## src/shared/t16mt_regs.vh

```
`ifndef T16MT_REGS_VH
`define T16MT_REGS_VH

// Register indices; byte address is four times the index
`define T16MT_IDX_W        10
`define T16MT_IDX_RUN      10'h180
`define T16MT_IDX_FFCR     10'h183
`define T16MT_IDX_CMP0     10'h184
`define T16MT_IDX_CMP1     10'h185
`define T16MT_IDX_CAP0     10'h186
`define T16MT_IDX_CAP1     10'h187
`define T16MT_IDX_COUNT    10'h188
`define T16MT_IDX_ISTAT    10'h189
`define T16MT_IDX_ICLR     10'h18A
`define T16MT_IDX_IEN      10'h18B
`define T16MT_IDX_TRIGB    10'h18C

// Run control bit
`define T16MT_RUN_BIT      0

// Toggle control field layout
`define T16MT_CMDB_HI      7
`define T16MT_CMDB_LO      6
`define T16MT_TRIG_HI      5
`define T16MT_TRIG_LO      2
`define T16MT_CMDA_HI      1
`define T16MT_CMDA_LO      0

// Toggle commands
`define T16MT_CMD_INV      2'h0
`define T16MT_CMD_SET      2'h1
`define T16MT_CMD_CLR      2'h2
`define T16MT_CMD_KEEP     2'h3

// Trigger enable bit order inside the four-bit group
`define T16MT_TRIG_CMP0    0
`define T16MT_TRIG_CMP1    1
`define T16MT_TRIG_CAP0    2
`define T16MT_TRIG_CAP1    3
`define T16MT_TRIG_W       4

// Interrupt status layout
`define T16MT_IRQ_W        2
`define T16MT_IRQ_M0       0
`define T16MT_IRQ_M1       1

// Reset values
`define T16MT_RST_TRIG     4'h0
`define T16MT_RST_IRQ      2'h0
`define T16MT_RST_RUN      1'h0
`define T16MT_RST_CNT      16'h0000
`define T16MT_RST_CMP      16'hFFFF

`endif
```

## src/rtl/t16mt_cmp.v

```verilog
`include "t16mt_regs.vh"

// One pulse per arrival at equality; a stopped counter sitting on the
// compare value does not flood the interrupt logic.
module t16mt_cmp #(
	parameter CW = 16
) (
	input  wire          clk_i,
	input  wire          rst_i,
	input  wire [CW-1:0] count_i,
	input  wire [CW-1:0] value_i,
	output wire          match_o
);
	reg  eq_prev_ff;
	reg  match_ff;
	wire eq;

	assign eq = (count_i == value_i);

	always @(posedge clk_i) begin
		if (rst_i) begin
			eq_prev_ff <= 1'b0;
			match_ff   <= 1'b0;
		end else begin
			eq_prev_ff <= eq;
			match_ff   <= eq & ~eq_prev_ff;
		end
	end

	assign match_o = match_ff;
endmodule // t16mt_cmp

```

## src/rtl/t16mt_toggle.v

```verilog
`include "t16mt_regs.vh"

module t16mt_toggle (
	input  wire                     clk_i,
	input  wire                     cmd_we_i,
	input  wire [1:0]               cmd_i,
	input  wire [`T16MT_TRIG_W-1:0] trig_en_i,
	input  wire [`T16MT_TRIG_W-1:0] event_i,
	output wire                     q_o
);
	reg q_ff;

	// No reset: state is left undefined until software sets it
	always @(posedge clk_i) begin
		if (cmd_we_i && cmd_i != `T16MT_CMD_KEEP) begin
			case (cmd_i)
				`T16MT_CMD_INV: q_ff <= ~q_ff;
				`T16MT_CMD_SET: q_ff <= 1'b1;
				`T16MT_CMD_CLR: q_ff <= 1'b0;
				default:        q_ff <= q_ff;
			endcase
		end else if (|(trig_en_i & event_i)) begin
			q_ff <= ~q_ff;
		end
	end

	assign q_o = q_ff;
endmodule // t16mt_toggle

```

## src/rtl/t16mt_top.v

```verilog
// Functional notes
// - Two 16-bit comparators watch counter against compares.
// - Each comparator match raises its own interrupt.
// - Flip-flops invert on matches and capture loads.
// - Four enable bits gate first flip-flop inversion.
// - Output flip-flops have no reset value.
// - Command 00 invert, 01 set, 10 clear, 11 keep.
// - Flip-flop states drive their timer output pins.
//
// Added by the designer: the Wishbone slave port.
`include "t16mt_regs.vh"

module t16mt_top #(
	parameter CW = 16,
	parameter AW = 12
) (
	input  wire          clk_i,
	input  wire          rst_i,
	input  wire          cyc_i,
	input  wire          stb_i,
	input  wire          we_i,
	input  wire [AW-1:0] adr_i,
	input  wire [3:0]    sel_i,
	input  wire [31:0]   dat_i,
	input  wire          cap0_load_i,
	input  wire          cap1_load_i,
	output wire          ack_o,
	output wire [31:0]   dat_o,
	output wire          irq_o,
	output wire          match0_irq_o,
	output wire          match1_irq_o,
	output wire          timer_pin_a_o,
	output wire          timer_pin_b_o
);
	// Bus state
	reg                      ack_ff;
	reg  [31:0]              rdata_ff;
	reg  [31:0]              nxt_rdata;

	// Timer state
	reg                      run_ff;
	reg  [CW-1:0]            up_counter16_ff;
	reg  [CW-1:0]            compare_value0_ff;
	reg  [CW-1:0]            compare_value1_ff;
	reg  [CW-1:0]            capture_value0_ff;
	reg  [CW-1:0]            capture_value1_ff;
	reg  [`T16MT_TRIG_W-1:0] trig_a_ff;
	reg  [`T16MT_TRIG_W-1:0] trig_b_ff;

	// Interrupt state
	reg  [`T16MT_IRQ_W-1:0]  istat_ff;
	reg  [`T16MT_IRQ_W-1:0]  ien_ff;
	reg  [`T16MT_IRQ_W-1:0]  nxt_istat;
	reg                      irq_ff;
	reg                      m0_irq_ff;
	reg                      m1_irq_ff;

	wire                     req;
	wire                     take;
	wire                     wr_go;
	wire [`T16MT_IDX_W-1:0]  idx;
	wire [1:0]               match;
	wire [`T16MT_TRIG_W-1:0] events;
	wire [1:0]               cmd_we;
	wire [3:0]               cmd_pair;
	wire [7:0]               trig_pair;
	wire [1:0]               ff_q;
	wire [`T16MT_IRQ_W-1:0]  irq_set;
	wire                     iclr_go;

	function is_idx;
		input [`T16MT_IDX_W-1:0] a;
		input [`T16MT_IDX_W-1:0] b;
		begin
			is_idx = (a == b);
		end
	endfunction

	// Acked write on lane 0 to one register index
	function wr_hit;
		input [`T16MT_IDX_W-1:0] a;
		input [`T16MT_IDX_W-1:0] b;
		input                    go;
		input                    lane;
		begin
			wr_hit = go & lane & (a == b);
		end
	endfunction

	// Byte-lane merge for 16-bit registers
	function [15:0] merge16;
		input [15:0] old;
		input [31:0] wdat;
		input [3:0]  sel;
		begin
			merge16[7:0]  = sel[0] ? wdat[7:0]  : old[7:0];
			merge16[15:8] = sel[1] ? wdat[15:8] : old[15:8];
		end
	endfunction

	assign idx   = adr_i[`T16MT_IDX_W+1:2];
	assign req   = cyc_i & stb_i;
	assign take  = req & ~ack_ff;
	// Writes land on the edge where the master sees ack
	assign wr_go = req & we_i & ack_ff;

	// One wait state: ack one cycle after strobe, gone the next
	// A new request is taken only once ack has dropped
	always @(posedge clk_i) begin
		if (rst_i) begin
			ack_ff <= 1'b0;
		end else begin
			ack_ff <= take;
		end
	end

	// Unmapped indices read zero; writes there are dropped
	always @* begin
		nxt_rdata = 32'h0000_0000;
		if (is_idx(idx, `T16MT_IDX_RUN)) begin
			nxt_rdata[`T16MT_RUN_BIT] = run_ff;
		end else if (is_idx(idx, `T16MT_IDX_FFCR)) begin
			nxt_rdata[`T16MT_CMDB_HI:`T16MT_CMDB_LO] = `T16MT_CMD_KEEP;
			nxt_rdata[`T16MT_TRIG_HI:`T16MT_TRIG_LO] = trig_a_ff;
			nxt_rdata[`T16MT_CMDA_HI:`T16MT_CMDA_LO] = `T16MT_CMD_KEEP;
		end else if (is_idx(idx, `T16MT_IDX_CMP0)) begin
			nxt_rdata[CW-1:0] = compare_value0_ff;
		end else if (is_idx(idx, `T16MT_IDX_CMP1)) begin
			nxt_rdata[CW-1:0] = compare_value1_ff;
		end else if (is_idx(idx, `T16MT_IDX_CAP0)) begin
			nxt_rdata[CW-1:0] = capture_value0_ff;
		end else if (is_idx(idx, `T16MT_IDX_CAP1)) begin
			nxt_rdata[CW-1:0] = capture_value1_ff;
		end else if (is_idx(idx, `T16MT_IDX_COUNT)) begin
			nxt_rdata[CW-1:0] = up_counter16_ff;
		end else if (is_idx(idx, `T16MT_IDX_ISTAT)) begin
			nxt_rdata[`T16MT_IRQ_W-1:0] = istat_ff;
		end else if (is_idx(idx, `T16MT_IDX_IEN)) begin
			nxt_rdata[`T16MT_IRQ_W-1:0] = ien_ff;
		end else if (is_idx(idx, `T16MT_IDX_TRIGB)) begin
			nxt_rdata[`T16MT_TRIG_W-1:0] = trig_b_ff;
		end
	end

	// Read data is captured as the request is taken, so it is
	// stable in the cycle ack is high
	always @(posedge clk_i) begin
		if (rst_i) begin
			rdata_ff <= 32'h0000_0000;
		end else if (take) begin
			rdata_ff <= nxt_rdata;
		end
	end

	// Software-writable control
	always @(posedge clk_i) begin
		if (rst_i) begin
			run_ff            <= `T16MT_RST_RUN;
			compare_value0_ff <= `T16MT_RST_CMP;
			compare_value1_ff <= `T16MT_RST_CMP;
			trig_a_ff         <= `T16MT_RST_TRIG;
			trig_b_ff         <= `T16MT_RST_TRIG;
			ien_ff            <= `T16MT_RST_IRQ;
		end else if (wr_go) begin
			if (is_idx(idx, `T16MT_IDX_RUN) && sel_i[0]) begin
				run_ff <= dat_i[`T16MT_RUN_BIT];
			end
			if (is_idx(idx, `T16MT_IDX_FFCR) && sel_i[0]) begin
				trig_a_ff <= dat_i[`T16MT_TRIG_HI:`T16MT_TRIG_LO];
			end
			if (is_idx(idx, `T16MT_IDX_CMP0)) begin
				compare_value0_ff <=
					merge16(compare_value0_ff, dat_i, sel_i);
			end
			if (is_idx(idx, `T16MT_IDX_CMP1)) begin
				compare_value1_ff <=
					merge16(compare_value1_ff, dat_i, sel_i);
			end
			if (is_idx(idx, `T16MT_IDX_IEN) && sel_i[0]) begin
				ien_ff <= dat_i[`T16MT_IRQ_W-1:0];
			end
			if (is_idx(idx, `T16MT_IDX_TRIGB) && sel_i[0]) begin
				trig_b_ff <= dat_i[`T16MT_TRIG_W-1:0];
			end
		end
	end

	// Up counter, counts while run is set, wraps at full scale
	always @(posedge clk_i) begin
		if (rst_i) begin
			up_counter16_ff <= `T16MT_RST_CNT;
		end else if (run_ff) begin
			up_counter16_ff <= up_counter16_ff + 1'b1;
		end
	end

	// Capture registers latch the counter on their load strobes
	// Strobes come from this clock, so they need no synchroniser
	always @(posedge clk_i) begin
		if (rst_i) begin
			capture_value0_ff <= `T16MT_RST_CNT;
			capture_value1_ff <= `T16MT_RST_CNT;
		end else begin
			if (cap0_load_i) begin
				capture_value0_ff <= up_counter16_ff;
			end
			if (cap1_load_i) begin
				capture_value1_ff <= up_counter16_ff;
			end
		end
	end

	t16mt_cmp #(
		.CW      (CW)
	) u_comparator_unit0 ( // Registered match keeps pins and irqs aligned
		.clk_i   (clk_i),
		.rst_i   (rst_i),
		.count_i (up_counter16_ff),
		.value_i (compare_value0_ff),
		.match_o (match[0])
	);

	t16mt_cmp #(
		.CW      (CW)
	) u_comparator_unit1 (
		.clk_i   (clk_i),
		.rst_i   (rst_i),
		.count_i (up_counter16_ff),
		.value_i (compare_value1_ff),
		.match_o (match[1])
	);

	// Events in one cycle invert a flip-flop once, not per event
	assign events[`T16MT_TRIG_CMP0] = match[0];
	assign events[`T16MT_TRIG_CMP1] = match[1];
	assign events[`T16MT_TRIG_CAP0] = cap0_load_i;
	assign events[`T16MT_TRIG_CAP1] = cap1_load_i;

	// Command writes act once, on the acked write only; both
	// fields sit in byte lane 0, so one strobe serves both
	assign cmd_we[0] = wr_hit(idx, `T16MT_IDX_FFCR, wr_go, sel_i[0]);
	assign cmd_we[1] = cmd_we[0];
	assign cmd_pair  = {dat_i[`T16MT_CMDB_HI:`T16MT_CMDB_LO],
			dat_i[`T16MT_CMDA_HI:`T16MT_CMDA_LO]};
	assign trig_pair = {trig_b_ff, trig_a_ff};

	genvar g;
	generate
		for (g = 0; g < 2; g = g + 1) begin : g_tff
			t16mt_toggle u_tff (
				.clk_i     (clk_i),
				.cmd_we_i  (cmd_we[g]),
				.cmd_i     (cmd_pair[2*g+1:2*g]),
				.trig_en_i (trig_pair[4*g+3:4*g]),
				.event_i   (events),
				.q_o       (ff_q[g])
			);
		end
	endgenerate

	// Pins come straight from the toggle flip-flops; port muxing
	// outside picks timer or port function
	assign timer_pin_a_o = ff_q[0];
	assign timer_pin_b_o = ff_q[1];

	// Sticky status; a match in the clearing cycle survives
	assign irq_set[`T16MT_IRQ_M0] = match[0];
	assign irq_set[`T16MT_IRQ_M1] = match[1];
	assign iclr_go = wr_hit(idx, `T16MT_IDX_ICLR, wr_go, sel_i[0]);

	always @* begin
		nxt_istat = istat_ff;
		if (iclr_go) begin
			nxt_istat = istat_ff & ~dat_i[`T16MT_IRQ_W-1:0];
		end
		nxt_istat = nxt_istat | irq_set;
	end

	// Level output updates on the same edge as status; enable changes show one edge later
	always @(posedge clk_i) begin
		if (rst_i) begin
			istat_ff  <= `T16MT_RST_IRQ;
			irq_ff    <= 1'b0;
			m0_irq_ff <= 1'b0;
			m1_irq_ff <= 1'b0;
		end else begin
			istat_ff  <= nxt_istat;
			irq_ff    <= |(nxt_istat & ien_ff);
			m0_irq_ff <= match[0];
			m1_irq_ff <= match[1];
		end
	end

	assign ack_o        = ack_ff;
	assign dat_o        = rdata_ff;
	assign irq_o        = irq_ff;
	assign match0_irq_o = m0_irq_ff;
	assign match1_irq_o = m1_irq_ff;
endmodule // t16mt_top

```

## config.mk

```make
export PLATFORM = sky130hd
export DESIGN_NAME = t16mt_top
export DESIGN_NICKNAME = d
export VERILOG_FILES = /design/src/rtl/t16mt_cmp.v /design/src/rtl/t16mt_toggle.v /design/src/rtl/t16mt_top.v
export VERILOG_INCLUDE_DIRS = /design/src /design/src/shared
export SDC_FILE = /design/constraint.sdc
export NUM_CORES = 1
export LEC_CHECK = 0
export ABC_AREA = 1
export BUFFER_PORTS_ARGS = -buffer_cell sky130_fd_sc_hd__clkbuf_2
export CAP_MARGIN = 0
export CELL_PAD_IN_SITES_DETAIL_PLACEMENT = 1
export CELL_PAD_IN_SITES_GLOBAL_PLACEMENT = 2
export CORE_ASPECT_RATIO = 1.75
export CORE_MARGIN = 3
export CORE_UTILIZATION = 25
export DETAILED_ROUTE_END_ITERATION = 7
export GPL_TIMING_DRIVEN = 0
export PLACE_DENSITY_LB_ADDON = 0.1
export SLEW_MARGIN = 20
export SYNTH_ARGS = -nofsm -noshare
export SYNTH_HDL_FRONTEND = slang
export SYNTH_HIERARCHICAL = 1
export SYNTH_SLANG_ARGS = --single-unit
```

## constraint.sdc

```tcl
create_clock -name clk_i -period 2.6 [get_ports clk_i]
set_clock_uncertainty 0.2 [all_clocks]
set_input_delay 0.26 -clock clk_i [delete_from_list [all_inputs] [get_ports clk_i]]
set_output_delay 0.26 -clock clk_i [all_outputs]
set_load 0.01 [all_outputs]
```

Word-level counts from Yosys, hierarchy flattened. Cells that the tools add are included.

Register bits: 119. Bits of input ports: 55. Output and inout port bits: 38.

Add/sub/neg operators: 1. Equality and inequality tests: 21. Muxes and demuxes: 22. Bitwise operators: 20. Reduce and logical (&&, ||, !) cells: 23.

Operators by type and width (number): 10-bit by 9-bit equality test with 1-bit output, second input constant (11); 16-bit two-way mux (4); 16-bit equality test (2); 16-bit by 1-bit adder with 16-bit output, second input constant (1); 8-bit two-way mux (2); 15-bit two-way mux (1); 12-bit two-way mux (1); 2-bit AND reduction (6); 3-bit AND reduction (4); 2-bit two-way mux (5); 1-bit bitwise AND (9); 4-bit bitwise AND (2); 4-bit two-way mux (2); 4-bit inequality test, second input constant (2); 4-bit OR reduction (2); 1-bit logical AND (6); 1-bit one-hot mux with 3 select lines (2); 1-bit two-way mux (5); 1-bit NOT (5); 2-bit bitwise AND (2); 2-bit by 1-bit equality test with 1-bit output, second input constant (2); 2-bit equality test, second input constant (2); 2-bit logical NOT (2); 2-bit inequality test, second input constant (2); other kinds (4) (5).

Longest topological paths before layout. Gate-level depths: netlist of run 1.

Depth in word-level cells: 11. Depth in mapped cells: 15. Gate-level depth less buffers: 15.

Modules after synthesis. Netlist of run 1, hierarchy kept.

By module, submodules not included: t16mt_top (instances 1, cells an instance 718, area an instance 5111.2 µm², sequential area each 2262.2 µm²); t16mt_cmp (instances 2, cells an instance 79, area an instance 370.4 µm², sequential area each 40.0 µm²); t16mt_toggle (instances 2, cells an instance 22, area an instance 148.9 µm², sequential area each 30.0 µm²).

Worst setup path before layout of run 1. OpenSTA, ideal clock, no wires.

Kind: flip-flop to flip-flop. Start: register up_counter16_ff[1]. End: register up_counter16_ff[12]. Library setup time: 0.114 ns. Arrival time: 1.604 ns. Setup slack: 0.683 ns. Stages on the path, launching flop included: 15. Clock period less this slack: 1.917 ns. Cell sequence: dfxtp_1 ha_1 nand2_2 nor2_2 inv_2 nor2_4 nand2_2 nor2_2 nand2_2 nor2_4 nand3_2 inv_2 nand2_2 o21ai_1 nor2_1.

Cells in the longest elaborated chain, start to end: 1.

Ends and longest elaborated chain: start, declared (RTL line t16mt_top.v:42) `reg [CW-1:0] up_counter16_ff;`; start signal, assigned (RTL line t16mt_top.v:191) `` up_counter16_ff <= `T16MT_RST_CNT; ``; start signal, assigned (RTL line t16mt_top.v:193) `up_counter16_ff <= up_counter16_ff + 1'b1;`; 16-bit by 1-bit adder with 16-bit output (RTL line t16mt_top.v:193).

Every way passes these cells. A chain may end at the register's enable or synchronous reset.

Worst setup path after layout of run 1.
Start: register up_counter16_ff[1]. End: register up_counter16_ff[14].

The elaborated chain is that of the path after synthesis.

==> reports/metrics.yaml, run 1 <==
period_minus_slack_ns: 2.27
cp_slowest_stage_delay_ns: 0.55
crit_path_end: "up_counter16_ff[14]$_SDFFE_PP0P_"
finalWorstSetupSlack_ns: 0.330
cts_made_buffers: 17
synth_area_per_cell_sq_um: 6.68
cpMostUsedCell: "nand2_2"
drt_iter0_markers: 218
place_ws_ns: -0.100
finalMaxSlewViolations: 0
yosys_warnings: 6
status: "finished, final reports clean"
cts.sinks: 119
final-hold-violation-count: 0
rrSetupSlack_ns: 0.33
fin_worst_hold_slack_ns: 0.0386
setup_tns_ns: 0
hp-class: "input port to flop"
clk_pin_slew_ns: 0.06
gp_congestion: 0.785
leakage_nw: 3.57
synth_enable_flop_cells: 2
synth_top_area_share: 0.381
ys_top_cells_by_area: "dfxtp_1 38%, nand2_1 15%, nor2_1 6.4%"
start_kind: "flop"
finalInstanceArea_sq_um: 7630
htreeDepth: 4
crit_cells: 14
p_comb_frac: 0.056
placed_area_sq_um: 6870
fmax_ghz: 0.440
rows: 75
synth_top_cell_by_area: "dfxtp_1"
crit_family: "simple AND/OR/NAND/NOR gates"
r2r-end: "up_counter16_ff[14]$_SDFFE_PP0P_"
async_reset_ff_frac: 0
chipWidth_microns: 125
tightest_slew_ns: 0.853
max-cap-violations: 0
port_buffers: 56
slew_headroom: 0.431
startpoint: "up_counter16_ff[1]$_SDFFE_PP0P_"
wl_per_cell_microns: 18.3
rsz0062_at_grt: "false"
layout-drive-gt1-share: 0.156
ctsLongestPathBuffers: 2
ys_ff_latch: 119
period_share: 0.873
p_sw_mw: 1.08
grt_usage: 0.188
cp.required_ns: 2.71
cp.buffers_inverters: 2
ys_top_cells_by_count: "239 x nand2_1, 117 x dfxtp_1, 105 x nor2_1"
postRouteAntennaNets: 0
cts-root-buf: "clkbuf_16"
fin_util: 0.316
p_int_mw: 3.49
power_mw: 4.57
sw_frac_of_total: 0.236
routed_wirelength_microns: 24600
place_inst: 1299
synth.distinct_cells: 40
dp_hpwl_microns: 19000
grt_max_degree: 17
yosysMostFrequentCell: "nand2_1"
grt_remaining_overflow: 0
path_cells: "ha_1, nand2_2, nor2_2, inv_2, nor2_4, nand2_2, nor2_2, nand2_2, nor2_4, nand3_2, inv_2, nand3_1, nand2_1, nor2_1"
io_pins: 93
antenna_found_initial: 0
power_density_nw_per_um2: 599
clk_latency_ns: 0.44
syn-instance-count: 920
nets: 1087
yosysSeqAreaShare: 0.391
path_class: "flop to flop"
critPathSlowestCell: "dfxtp_1"
r2r-start: "up_counter16_ff[1]$_SDFFE_PP0P_"
rr_worst_depth: 14
grt_pass1_vias: 6304
cts_tree: "built"
viasPerCell: 4.54
cp-end-kind: "flop"
num_antenna_cells: 0
grt_pass1_wl_microns: 37000
clkPwrFrac: 0.536
setup_violations: 0
peakVddDrop_v: 0.000444
netlist_area_sq_um: 6150
start_util: 0.255
cts_setup_buffers: 0
dieHeight_microns: 213
synthToLayoutAreaGrowth_pct: 24.0
synth_ff_type: "dfxtp_1"
die_area_sq_um: 26600
final_cell_count_no_fill: 1346
dr.pass1.iters: 4
core-area_sq_um: 24100
vias: 6112
worstPathMaxFanout: 8
pwr-share-seq: 0.408
drc: 0
worst_ep_arrival_time_ns: 2.38
[how the worst min path moves through the flow]
stage / from / to / cells past startpoint
global route: dat_i[0] / compare_value0_ff[0]$_SDFFE_PP1P_ / 3
floorplan: dat_i[10] / compare_value0_ff[10]$_SDFFE_PP1P_ / 2
detailed placement: u_comparator_unit0/eq_prev_ff$_SDFF_PP0_ / u_comparator_unit0/match_o$_SDFF_PP0_ / 1
finish: dat_i[0] / compare_value0_ff[0]$_SDFFE_PP1P_ / 3
global placement: u_comparator_unit0/eq_prev_ff$_SDFF_PP0_ / u_comparator_unit0/match_o$_SDFF_PP0_ / 1
CTS: dat_i[0] / compare_value0_ff[0]$_SDFFE_PP1P_ / 3
[logic make-up after synthesis]
group	share of synthesized area
buf+inv	0.109
flops	0.391
fa+ha+maj	0.0142
xor+xnor	0.00855
simple gates	0.345
compound gates	0.131
other cells	0.000610
[registers in the layout (all words and copies together), names as in the netlist, 2 cells and up]
| signal | flops |
|---|---|
| trig_b_ff | 4 |
| capture_value0_ff | 16 |
| trig_a_ff | 4 |
| dat_o | 16 |
| g_tff.u_tff/q_o | 2 |
| capture_value1_ff | 16 |
| compare_value0_ff | 16 |
| compare_value1_ff | 16 |
| up_counter16_ff | 16 |
| ien_ff | 2 |
| istat_ff | 2 |
[layout by cell type (no fill, tap or decap), drive strengths merged]
cell           n
nand3         63
o22ai          5
or2            4
a21boi         2
nand4         18
o211a          2
a31oi          2
nor4           1
clkbuf        97
nor3          13
conb          16
o2111ai        1
dlygate4sd3   15
clkinv         7
ha             7
clkinvlp       1
xnor2          6
buf           26
bufinv         2
nor2         123
nand2        252
edfxtp         2
o21ai         63
o211ai         1
o21a           1
a21oi         77
inv          112
and2           2
dfxtp        117
[worst min-delay path, cell delays in order]
cell	delay [ns]
clkbuf_2	0.22
nand2_1	0.08
nand3_1	0.08
[area by class of cell]
class / instances / area [sq um]
sequential: 119 / 2400
buffer: 43 / 245
inverter: 114 / 428
multi-input combinational: 659 / 3130
tap: 308 / 385
fill: 3020 / 16500
clock buffer: 24 / 512
timing repair buffer: 71 / 430
clock inverter: 8 / 92.6
[metal layers]
layer	vias up	routed length, microns	GRT usage
met4	0	718	0.0836
met1	2886	9450	0.189
met2	81	13900	0.378
met5	-	0	0
li1	3122	-	-
met3	23	532	0.0269
[power by group through the flow]
stage	sequential [mW]	combinational, mW	clock (mW)
floorplan	1.90	0.136	0
global placement	1.90	0.238	0
detailed placement	1.90	0.240	0
CTS	1.86	0.258	2.52
global route	1.87	0.286	2.59
finish	1.87	0.255	2.45
[timing repair]
item | 4_1_cts | 5_1_grt
hold endpoints to repair | 36 | 0
resized for setup | 0 | 0
hold buffers | 15 | 0
(Power assumes the default switching activity.)
==> run 2, diff against run 1 <==
clock period = 2.3 ns   (was 2.6 ns; I/O delays follow)
==> run 2 against run 1 <==
  * Non-clock buffer count up 1
  * Worst hold slack worse by 0.0018 ns
  * Largest power group unchanged
  * Die area unchanged
  * Critical path type unchanged
  * Worst setup slack worse by 0.15 ns
  * Largest cell class unchanged
==> reports/metrics.yaml, run 2 (synthesis gave the netlist of run 1 again) <==
ctsLongestPathBuffers: 2
grt_usage: 0.188
gp_congestion: 0.785
max-cap-violations: 0
worst_ep_arrival_time_ns: 2.24
grt_remaining_overflow: 0
start_kind: "flop"
drc: 0
cts_tree: "built"
dieHeight_microns: 213
setup_tns_ns: 0
port_buffers: 56
htreeDepth: 4
vias: 6093
finalInstanceArea_sq_um: 7650
tightest_slew_ns: 0.861
fmax_ghz: 0.471
slew_headroom: 0.426
finalMaxSlewViolations: 0
clk_pin_slew_ns: 0.06
top_usage_layer: "met2"
cts.sinks: 119
layout_common_cells: "238 x nand2_1, 115 x dfxtp_1, 105 x nor2_1, 99 x inv_1, 76 x a21oi_1"
rrSetupSlack_ns: 0.17
antenna_found_initial: 0
placed_area_sq_um: 6870
status: "finished, final reports clean"
setup_violations: 0
final_cell_count_no_fill: 1347
grt_max_degree: 17
startpoint: "up_counter16_ff[1]$_SDFFE_PP0P_"
rr_worst_depth: 14
use_met1: 0.189
cts_setup_buffers: 0
start_util: 0.255
nets: 1088
dr.pass1.iters: 4
io_pins: 93
dp_hpwl_microns: 19000
cts_made_buffers: 17
hp-class: "input port to flop"
path_class: "flop to flop"
viasPerCell: 4.52
peakVddDrop_v: 0.000500
cts-root-buf: "clkbuf_16"
met2_usage: 0.375
postRouteAntennaNets: 0
r2r-end: "up_counter16_ff[14]$_SDFFE_PP0P_"
grt_pass1_vias: 6330
clk_latency_ns: 0.44
drt_iter0_markers: 204
routed_wirelength_microns: 24600
core-area_sq_um: 24100
die_area_sq_um: 26600
wl_per_cell_microns: 18.3
synthToLayoutAreaGrowth_pct: 24.4
mostFrequentLayoutCell: "nand2_1"
period_share: 0.924
leakage_nw: 3.58
place_inst: 1299
num_antenna_cells: 0
period_minus_slack_ns: 2.13
cp.required_ns: 2.41
chipWidth_microns: 125
final-hold-violation-count: 0
crit_path_end: "up_counter16_ff[14]$_SDFFE_PP0P_"
layout-drive-gt1-share: 0.161
grt_pass1_wl_microns: 37100
rows: 75
cp-end-kind: "flop"
met3_usage: 0.0272
r2r-start: "up_counter16_ff[1]$_SDFFE_PP0P_"
rsz0062_at_grt: "false"
worstPathMaxFanout: 8
power_density_nw_per_um2: 676
==> run 2: cell count changes in the layout (fill, tap and decap cells not counted), sizes merged <==
cell	before	now
dlygate4sd3	15	16
==> run 2: per-layer routing <==
layer	part of all wire	wire (microns)
met1	0.38	9360
met2	0.56	13800
met3	0.024	589
met4	0.035	860
met5	0	0
==> run 2: cell type report <==
cell class	instances	area [sq um]
fillers	3018	16500
repair buffers	72	440
clock inverters	8	92.6
well taps	308	385
inverters	114	428
plain buffers	43	248
clock buffers	24	512
multi-input cells	659	3140
flip-flops and latches	119	2400
==> run 2: repair_timing <==
| item | in CTS | in global routing |
|---|---|---|
| gates resized for setup | 2 | 6 |
| setup endpoints to repair | 2 | 19 |
| hold buffers | 16 | 0 |
| pin swaps | 0 | 0 |
| endpoints found under the hold margin | 38 | 0 |
==> run 2: worst max-delay path: stages (launching register included) <==
cell and delay, ns:
dfxtp_2 0.45, ha_1 0.20, nand2_2 0.07, nor2_2 0.10, inv_2 0.06, nor2_4 0.09, nand2_2 0.06, nor2_2 0.12
nand2_2 0.08, nor2_4 0.12, nand3_2 0.10, inv_2 0.10, nand3_1 0.07, nand2_1 0.14, nor2_1 0.05
==> run 2: worst min-delay path by stage <==
| stage | startpoint | to | slack (ns) | cells past startpoint |
|---|---|---|---|---|
| floorplan | dat_i[10] | compare_value0_ff[10]$_SDFFE_PP1P_ | 0.14 | 2 |
| global placement | u_comparator_unit0/eq_prev_ff$_SDFF_PP0_ | u_comparator_unit0/match_o$_SDFF_PP0_ | 0.19 | 1 |
| detailed placement | u_comparator_unit0/eq_prev_ff$_SDFF_PP0_ | u_comparator_unit0/match_o$_SDFF_PP0_ | 0.19 | 1 |
| CTS | stb_i | dat_o[1]$_SDFFE_PP0P_ | 0.01 | 5 |
| global route | stb_i | dat_o[7]$_SDFFE_PP0P_ | 0.07 | 5 |
| finish | stb_i | dat_o[14]$_SDFFE_PP0P_ | 0.04 | 5 |
==> run 2: metrics by stage <==
step           hold slack (ns)  utilization  setup WS [ns]  total power [mW]
2_1_floorplan            0.143            -          0.383              2.30
3_3_place_gp             0.187        0.285         -0.345              2.42
3_5_place_dp             0.191        0.285         -0.370              2.42
4_1_cts                 0.0149        0.317         0.0118              5.25
5_1_grt                 0.0670        0.317       0.000234              5.37
6_report                0.0368        0.317          0.175              5.17
==> run 2: power breakdown <==
group | internal, mW | leakage (nW) | switching (mW)
clock network | 1.76 | 0.302 | 1.01
logic | 0.100 | 2.30 | 0.191
registers | 2.10 | 0.974 | 0.0131
